`src/gain_loader_pkg.sv`:
```
// package of constants for the serial gain word loader
package gain_loader_pkg;
  // ==========================================================
  // word layout
  localparam int WORD_BITS = 8;
  localparam int RANGE_BIT = 7;
  localparam int CODE_BITS = 7;
  localparam logic [7:0] GAIN_RESET = 8'h00;
  // ==========================================================
  // gain model factors, micro units
  localparam int VERNIER_UNITS = 55744;
  localparam int BOOST_UNITS   = 7079458;
endpackage : gain_loader_pkg

```
`src/edge_sync.sv`:
```
// two flip-flop synchroniser with rise and fall detection
`timescale 1ns/1ps
module edge_sync #(
  parameter logic IDLE_LEVEL = 1'b0
) (
  input  wire logic clock,
  input  wire logic srst,
  input  wire logic clock_en,
  input  wire logic pin,
  output logic      level,
  output logic      rise,
  output logic      fall
);
  logic meta;
  logic sync;
  logic prev;
  logic next_meta;
  logic next_sync;
  logic next_prev;

  always_comb begin
    next_meta = pin;
    next_sync = meta;
    next_prev = sync;
  end

  always_ff @(posedge clock) begin
    // reset to the pin's idle level, else a false edge follows reset
    if (srst) begin
      meta <= IDLE_LEVEL;
      sync <= IDLE_LEVEL;
      prev <= IDLE_LEVEL;
    end else if (clock_en) begin
      meta <= next_meta;
      sync <= next_sync;
      prev <= next_prev;
    end
  end

  assign level = sync;
  assign rise  = sync & ~prev;
  assign fall  = ~sync & prev;
endmodule : edge_sync

```
`src/serial_gain_word_loader.sv`:
```
// serial gain word loader: shift, latch and gain outputs
`timescale 1ns/1ps
// Functional notes
// RQ1 - eight bit word, bits accepted only while latch strobe is low
// RQ2 - each shift clock rising edge shifts the data level in
// RQ3 - strobe rising edge copies shift register into active gain register
// RQ4 - top bit chooses high range when one, low range when zero
// RQ5 - lower seven bits are unsigned vernier code, 0 to 127
// RQ6 - vernier code zero disables the transconductance stage
// RQ7 - power on reset loads low range, code zero
// RQ8 - power enable low leaves the gain register untouched
// RQ9 - gain equals code times 0.055744, times 7.079458 in high range
// RQ10 - host shifts msb first, raises strobe after eighth edge
// RQ11 - extra edges keep only the last eight bits
module serial_gain_word_loader
  import gain_loader_pkg::*;
(
  input  wire logic                 clock,
  input  wire logic                 srst,
  input  wire logic                 clock_en,
  input  wire logic                 shift_clock,
  input  wire logic                 serial_data,
  input  wire logic                 latch_strobe,
  input  wire logic                 power_enable,
  output logic [WORD_BITS-1:0]      gain_word,
  output logic                      high_gain_range,
  output logic [CODE_BITS-1:0]      vernier_code,
  output logic                      gm_stage_on,
  output logic                      amp_active,
  output logic                      load_done
);
  // ==========================================================
  // pin synchronisers
  logic sclk_level;
  logic sclk_rise;
  logic strobe_level;
  logic strobe_rise;
  logic data_meta;
  logic data_sync;
  logic pwr_meta;
  logic pwr_sync;

  edge_sync #(
    .IDLE_LEVEL (1'b0)
  ) u_sclk (
    .clock    (clock),
    .srst     (srst),
    .clock_en (clock_en),
    .pin      (shift_clock),
    .level    (sclk_level),
    .rise     (sclk_rise),
    .fall     ()
  );

  // strobe idles high between frames
  edge_sync #(
    .IDLE_LEVEL (1'b1)
  ) u_strobe (
    .clock    (clock),
    .srst     (srst),
    .clock_en (clock_en),
    .pin      (latch_strobe),
    .level    (strobe_level),
    .rise     (strobe_rise),
    .fall     ()
  );

  // data delayed like the clock so it matches the detected edge
  always_ff @(posedge clock) begin
    if (srst) begin
      data_meta <= 1'b0;
      data_sync <= 1'b0;
      pwr_meta  <= 1'b0;
      pwr_sync  <= 1'b0;
    end else if (clock_en) begin
      data_meta <= serial_data;
      data_sync <= data_meta;
      pwr_meta  <= power_enable;
      pwr_sync  <= pwr_meta;
    end
  end

  // ==========================================================
  // shift register and active gain register
  logic [WORD_BITS-1:0] shift_reg;
  logic [WORD_BITS-1:0] next_shift_reg;
  logic [WORD_BITS-1:0] next_gain_word;
  logic                 next_amp_active;
  logic                 next_load_done;

  always_comb begin
    next_shift_reg  = shift_reg;
    next_gain_word  = gain_word;
    next_load_done  = 1'b0;
    next_amp_active = pwr_sync;
    // older bits fall off the top, so only the last eight stay
    if (sclk_rise && !strobe_level) begin // [RQ1] [RQ2] [RQ11]
      next_shift_reg = {shift_reg[WORD_BITS-2:0], data_sync}; // [RQ10]
    end
    // power enable is not looked at here, so power-down keeps the word
    if (strobe_rise) begin // [RQ3] [RQ8]
      next_gain_word = shift_reg;
      next_load_done = 1'b1;
    end
  end

  always_ff @(posedge clock) begin
    if (srst) begin
      shift_reg  <= GAIN_RESET;
      gain_word  <= GAIN_RESET; // [RQ7]
      load_done  <= 1'b0;
      amp_active <= 1'b0;
    end else if (clock_en) begin
      shift_reg  <= next_shift_reg;
      gain_word  <= next_gain_word;
      load_done  <= next_load_done;
      amp_active <= next_amp_active;
    end
  end

  // ==========================================================
  // decoded gain fields, registered for clean outputs
  logic next_high;
  logic next_gm_on;

  always_comb begin
    next_high  = next_gain_word[RANGE_BIT]; // [RQ4]
    next_gm_on = (next_gain_word[CODE_BITS-1:0] != 7'h00); // [RQ5] [RQ6]
  end

  always_ff @(posedge clock) begin
    if (srst) begin
      high_gain_range <= 1'b0;
      vernier_code    <= 7'h00;
      gm_stage_on     <= 1'b0;
    end else if (clock_en) begin
      high_gain_range <= next_high;
      vernier_code    <= next_gain_word[CODE_BITS-1:0]; // [RQ5] [RQ9]
      gm_stage_on     <= next_gm_on;
    end
  end

  // ==========================================================
  // edge count per frame, feeds the long frame cover only
  logic [3:0] edge_count;
  logic [3:0] next_edge_count;

  always_comb begin
    next_edge_count = edge_count;
    if (strobe_rise) begin
      next_edge_count = 4'h0;
    end else if (sclk_rise && !strobe_level && (edge_count != 4'hf)) begin
      // saturate so a very long frame never wraps to a small count
      next_edge_count = edge_count + 4'h1;
    end
  end

  always_ff @(posedge clock) begin
    if (srst) begin
      edge_count <= 4'h0;
    end else if (clock_en) begin
      edge_count <= next_edge_count;
    end
  end

  // ==========================================================
  // checks
  // assertions watch the synchronised pins, the same view the logic has

  a_latch_copies: assert property (@(posedge clock) disable iff (srst) // [RQ3]
    clock_en && strobe_rise |=> gain_word == $past(shift_reg) && load_done)
    else $error("gain word not loaded on strobe rise");
  a_hold_no_strobe: assert property (@(posedge clock) disable iff (srst) // [RQ8]
    clock_en && !strobe_rise |=> $stable(gain_word))
    else $error("gain word changed without strobe");
  a_shift_blocked: assert property (@(posedge clock) disable iff (srst) // [RQ1]
    clock_en && strobe_level |=> $stable(shift_reg))
    else $error("shift while strobe high");
  a_shift_in: assert property (@(posedge clock) disable iff (srst) // [RQ2]
    clock_en && sclk_rise && !strobe_level |=>
      shift_reg == {$past(shift_reg[6:0]), $past(data_sync)})
    else $error("shift register did not take data");
  a_range_bit: assert property (@(posedge clock) disable iff (srst) // [RQ4]
    clock_en |=> high_gain_range == gain_word[RANGE_BIT])
    else $error("range output mismatch");
  a_code_field: assert property (@(posedge clock) disable iff (srst) // [RQ5]
    clock_en |=> vernier_code == gain_word[6:0])
    else $error("vernier code mismatch");
  a_gm_off_zero: assert property (@(posedge clock) disable iff (srst) // [RQ6]
    vernier_code == 7'h00 |-> !gm_stage_on)
    else $error("gm stage on at code zero");
  a_reset_value: assert property (@(posedge clock) // [RQ7]
    srst |=> gain_word == GAIN_RESET && !high_gain_range && !gm_stage_on)
    else $error("reset value wrong");
  a_power_keep: assert property (@(posedge clock) disable iff (srst) // [RQ8]
    clock_en && $fell(pwr_sync) && !strobe_rise |=> $stable(gain_word))
    else $error("power down disturbed gain");
  a_freeze_hold: assert property (@(posedge clock) disable iff (srst) // [RQ3]
    !clock_en |=> $stable(gain_word) && $stable(shift_reg) && $stable(load_done))
    else $error("state moved while clock enable low");
  a_done_pulse: assert property (@(posedge clock) disable iff (srst) // [RQ3]
    clock_en && load_done |=> !load_done)
    else $error("load done longer than one cycle");
  a_gm_on_code: assert property (@(posedge clock) disable iff (srst) // [RQ6]
    vernier_code != 7'h00 |-> gm_stage_on)
    else $error("gm stage off at nonzero code");
  a_amp_follow: assert property (@(posedge clock) disable iff (srst) // [RQ8]
    clock_en |=> amp_active == $past(pwr_sync))
    else $error("amp active does not follow power enable");

  // ==========================================================
  // covers

  c_load: cover property (@(posedge clock) disable iff (srst) load_done);
  c_high: cover property (@(posedge clock) disable iff (srst) load_done && high_gain_range);
  c_zero: cover property (@(posedge clock) disable iff (srst)
    load_done && !gm_stage_on);
  c_long_frame: cover property (@(posedge clock) disable iff (srst) // [RQ11]
    strobe_rise && edge_count > 4'h8);
  c_load_powered_down: cover property (@(posedge clock) disable iff (srst) // [RQ8]
    load_done && !amp_active);
endmodule : serial_gain_word_loader

```
`config.mk`:
```
export PLATFORM = sky130hd
export DESIGN_NAME = serial_gain_word_loader
export DESIGN_NICKNAME = d
export VERILOG_FILES = /design/src/gain_loader_pkg.sv /design/src/edge_sync.sv /design/src/serial_gain_word_loader.sv
export SDC_FILE = /design/constraint.sdc
export NUM_CORES = 1
export LEC_CHECK = 0
export BUFFER_PORTS_ARGS = -buffer_cell sky130_fd_sc_hd__buf_2
export CORE_ASPECT_RATIO = 1.25
export CORE_MARGIN = 2
export CORE_UTILIZATION = 55
export DETAILED_ROUTE_END_ITERATION = 8
export PLACE_DENSITY = 0.83
export RECOVER_POWER = 25
export SYNTH_ARGS = -nofsm -noshare
export SYNTH_HDL_FRONTEND = slang
export SYNTH_SLANG_ARGS = --single-unit
```
`constraint.sdc`:
```
create_clock -name clock -period 3.6 [get_ports clock]
set_input_delay 0.18 -clock clock [delete_from_list [all_inputs] [get_ports clock]]
set_output_delay 0.18 -clock clock [all_outputs]
set_load 0.05 [all_outputs]
```
* After elaboration in Yosys (flattened, before gate mapping) *
Cells that the tools add are included.

operators by class
  mux-type cells = 2
  bitwise operators = 4
  reductions and logical operators = 4

operator list
  operator           number
  $mux 8             1
  $reduce_bool 7->1  1
  $and 1x1->1        2
  $not 1->1          2
  $reduce_and 2->1   1
  $logic_and 1x1->1  1
  $logic_not 1->1    1
  $mux 1             1

storage, ports and cells
  flip-flop bits (word level) = 37
  input bits = 7
  word-level logic and storage cells = 27

* Depth between registers and ports, before layout *
  depth in word-level cells = 4
  gate-level depth with buffers = 5

* Cells and area by module *
A second synthesis with hierarchy kept.

unflattened totals
  cells, all modules = 122
  area total of the unflattened synthesis = 1178.6 sq um

by module, submodules not included
  module                   instances  cells each  area each (sq um)
  serial_gain_word_loader  1          100         947.2
  edge_sync (u_strobe)     1          11          117.6
  edge_sync (u_sclk)       1          11          113.9

* Worst setup path before layout *
Ideal clock, no wire load.

  path kind = flip-flop to flip-flop
  start = reg gain_word[6]
  end = reg gm_stage_on
  setup time = 0.134 ns
  arrival = 1.351 ns
  path slack = 2.115 ns
  cell stages (with the launch flop) = 4
  buffers on the path = 0
  clock period less this slack = 1.485 ns
  cells stage by stage = dfxtp_1 or4_4 o41ai_2 a211oi_1

between the ends
  cells in the longest elaborated chain, start to end = 2

ends and longest elaborated chain
  item                    line                            source
  from (decl)             serial_gain_word_loader.sv:25   output logic [WORD_BITS-1:0] gain_word,
  from (signal assigned)  serial_gain_word_loader.sv:115  gain_word <= next_gain_word;
  $mux 8                  serial_gain_word_loader.sv:101  if (strobe_rise) begin
  $reduce_bool 7->1       serial_gain_word_loader.sv:128  next_gm_on = (next_gain_word[CODE_BITS-1:0] != 7'h00);
  to (signal assigned)    serial_gain_word_loader.sv:139  gm_stage_on <= next_gm_on;
  to (decl)               serial_gain_word_loader.sv:28   output logic gm_stage_on,

No other way between the ends.
A chain may end at the register's enable or synchronous reset.

* Worst setup path in the final report *
  start = in clock_en
  end = reg shift_reg[2]

between the ends
  cells in the longest elaborated chain, start to end = 1

ends and longest elaborated chain
  item                               line                            source
  from (decl)                        serial_gain_word_loader.sv:20   input wire logic clock_en,
  $reduce_and 2->1 (no source line)  -
  to (signal assigned)               serial_gain_word_loader.sv:114  shift_reg <= next_shift_reg;
  to (decl)                          serial_gain_word_loader.sv:85   logic [WORD_BITS-1:0] shift_reg;

No other way between the ends.

==> results.yml <==
floorplanning:
  die_area_mm2: 0.00249
  num_io_pins: 26
  start_util_pct: 58.3
  core_mm2: 0.00198
  die_x_um: 45.0
  die_y_um: 55.3
  rows: 18
yosys:
  synth.largest_area_cell: "dfxtp_1"
  yosys_warnings: 0
  synthTopCellsByCount: "dfxtp_1, nor2_1, mux2i_1, buf_4"
  synthTopCellsByArea: "dfxtp_1, mux2i_1, nor2_1, buf_4, a21oi_1"
  async_flop_share_pct: 0
  netlist_area_mm2: 0.00116
  yosysSeqAreaShare_pct: 50.2
  synth-seq-cells: 29
  syn-num-nets: 127
  synth_edf_count: 0
  synth_most_common_cell: "dfxtp_1"
  ys_types: 22
  synthFlopType: "dfxtp_1"
  synth_cells: 120
  yosysTopAreaCellShare_pct: 50.2
  syn_avg_cell_area_um2: 9.63
worst_setup_path:
  critical_path_class: "in -> reg"
  critical_path_arrival_ns: 1.96
  required_ns: 3.80
  start_kind: "input pin"
  r2r_slack_ns: 2.26
  reg2reg_to: "gm_stage_on$_SDFFE_PP0P_"
  worstReg2RegStart: "gain_word[6]$_SDFFE_PP0P_"
  critPathCapture: "shift_reg[2]$_SDFFE_PP0P_"
  end_kind: "register"
  reg2reg_depth: 3
  startpoint: "clock_en"
  crit_fanout: 27
detailed_routing:
  drcViolationCount: 0
  wl_um: 1800
  vias: 834
  dr.first_iter.drc_count: 13
  drt_pass1_iterations: 4
  antenna_left: 0
  wl_per_cell_um: 11.5
  avgViaCountPerCell: 5.31
grt:
  grt_pass1_vias: 763
  antenna_found_initial: 0
  grt_max_degree: 30
  grt_usage_pct: 17.3
  grt_pass1_wl_um: 3160
  grt_overflow: 0
power_and_ir_drop:
  p_sw_uw: 141
  p_int_uw: 417
  max-vdd-ir-drop_mv: 0.308
  p_leak_uw: 0.000541
  power_density_mw_per_mm2: 444
  clockPowerShare_pct: 32.7
  seq_power_share_pct: 59.5
  p_comb_share_pct: 7.8
  swShare_pct: 25.2
  power.total_uw: 558
finish:
  fin_util_pct: 63.4
  fin_nets: 143
  antenna_cells: 0
  syn2layout_area_growth_pct: 8.77
  nFillCells: 186
  drive_gt1_share_pct: 24.1
cts:
  cts_buffers: 5
  cts_hold_buffers: 0
  cts-resized-gates: 0
  clk_pin_slew_ns: 0.09
  h-tree-depth: 2
  postCtsSetupRepairBufs: 0
  cts_tree: "done"
  clk_latency_ns: 0.33
  clockBufferDepth: 2
  numClockSinks: 29
  ctsRootBufferMaster: "clkbuf_4"
timing:
  tightest_slew_ns: 1.20
  min_period_over_period_pct: 49.1
  tns_ns: 0
  hold_viol_final: 0
  skew_ns: 0.00862
  rsz0062_at_grt: "false"
  setup_viol: 0
  slew_violations: 0
  layout_min_cycle_time_ns: 1.77
  relSlewSlack_pct: 20.1
  fmax_mhz: 566
hold_path:
  hp-class: "in -> reg"
placed_design:
  hpwl_um: 1250
  gp_congestion: 0.700
  numPortBuffers: 25
job:
  drv_cap: 0
run_status:
  status: "complete, no violations"
-- placed cells by master (no fill, tap or decap) --
| cell type | Yosys | layout |
|---|---|---|
| and2_1 | 1 | 1 |
| nor2b_1 | 3 | 3 |
| and4bb_1 | 1 | 1 |
| o41ai_2 | 1 | 1 |
| clkbuf_1 | 3 | 3 |
| nand2b_1 | 1 | 1 |
| nand3_1 | 8 | 8 |
| dfxtp_1 | 29 | 29 |
| a21oi_1 | 8 | 8 |
| nor3_1 | 1 | 1 |
| and2b_1 | 1 | 1 |
| mux2i_1 | 17 | 17 |
| a211oi_1 | 1 | 1 |
| nand2_1 | 7 | 7 |
| a211o_1 | 3 | 3 |
| clkbuf_4 | 0 | 5 |
| nand2_2 | 1 | 1 |
| clkinv_2 | 0 | 2 |
| nor2_1 | 19 | 19 |
| nor4_1 | 1 | 1 |
| buf_2 | 3 | 23 |
| or4_4 | 1 | 1 |
-- area by class of cell --
cell class | instances | area, um^2 | share of cell area (%)
sequential | 29 | 581 | 46.2
clock buffer | 6 | 41.3 | 3.28
clock inverter | 2 | 10.0 | 0.796
multi-input combinational | 75 | 478 | 38.0
timing repair buffer | 25 | 123 | 9.75
tap | 20 | 25.0 | 1.99
-- logic make-up (layout without fill, tap and decap cells) --
group,after synthesis,count (layout),share of synthesized area [%]
simple gates,45,45,18.8
flops,29,29,50.2
mux,17,17,14.7
buf+inv,16,33,8.44
compound gates,13,13,7.79
-- critical path, cell delays in order --
cell and delay, ns:
clkbuf_1 0.86, and4bb_1 0.61, mux2i_1 0.25, nor2_1 0.06
-- per-stage QoR --
stage,hold slack (ns),setup WS [ns],cell area (um^2),std cells
2_1_floorplan,0.302,2.12,1160,120
3_3_place_gp,0.390,2.05,1210,149
3_5_place_dp,0.398,2.01,1210,149
4_1_cts,0.0483,2.23,1260,157
5_1_grt,0.0457,1.71,1260,157
6_report,0.0545,1.83,1260,157
-- metal layers --
| metal | part of all wire [%] | global-route usage [%] | up-vias |
|---|---|---|---|
| met5 | 0 | 0 | - |
| met2 | 48 | 25.7 | 27 |
| met4 | 1.7 | 6.30 | 0 |
| li1 | - | - | 432 |
| met3 | 7.6 | 9.80 | 3 |
| met1 | 42 | 20.3 | 372 |
-- worst min-delay path by stage --
stage,slack [ns],depth (start not counted),startpoint,to
3_5_place_dp,0.40,2,latch_strobe,u_strobe.meta$_SDFFE_PP1P_
2_1_floorplan,0.30,1,latch_strobe,u_strobe.meta$_SDFFE_PP1P_
3_3_place_gp,0.39,2,latch_strobe,u_strobe.meta$_SDFFE_PP1P_
5_1_grt,0.05,2,latch_strobe,u_strobe.meta$_SDFFE_PP1P_
6_report,0.05,2,latch_strobe,u_strobe.meta$_SDFFE_PP1P_
4_1_cts,0.05,2,latch_strobe,u_strobe.meta$_SDFFE_PP1P_
-- power groups by stage --
stage	logic [uW]	clock network (uW)	registers, uW
after floorplan	30.2	0	346
after global placement	43.0	0	339
after detailed placement	43.8	0	340
after CTS	44.1	190	332
after global routing	48.1	208	334
final	43.6	182	332
Power figures use the tool's default switching activity.
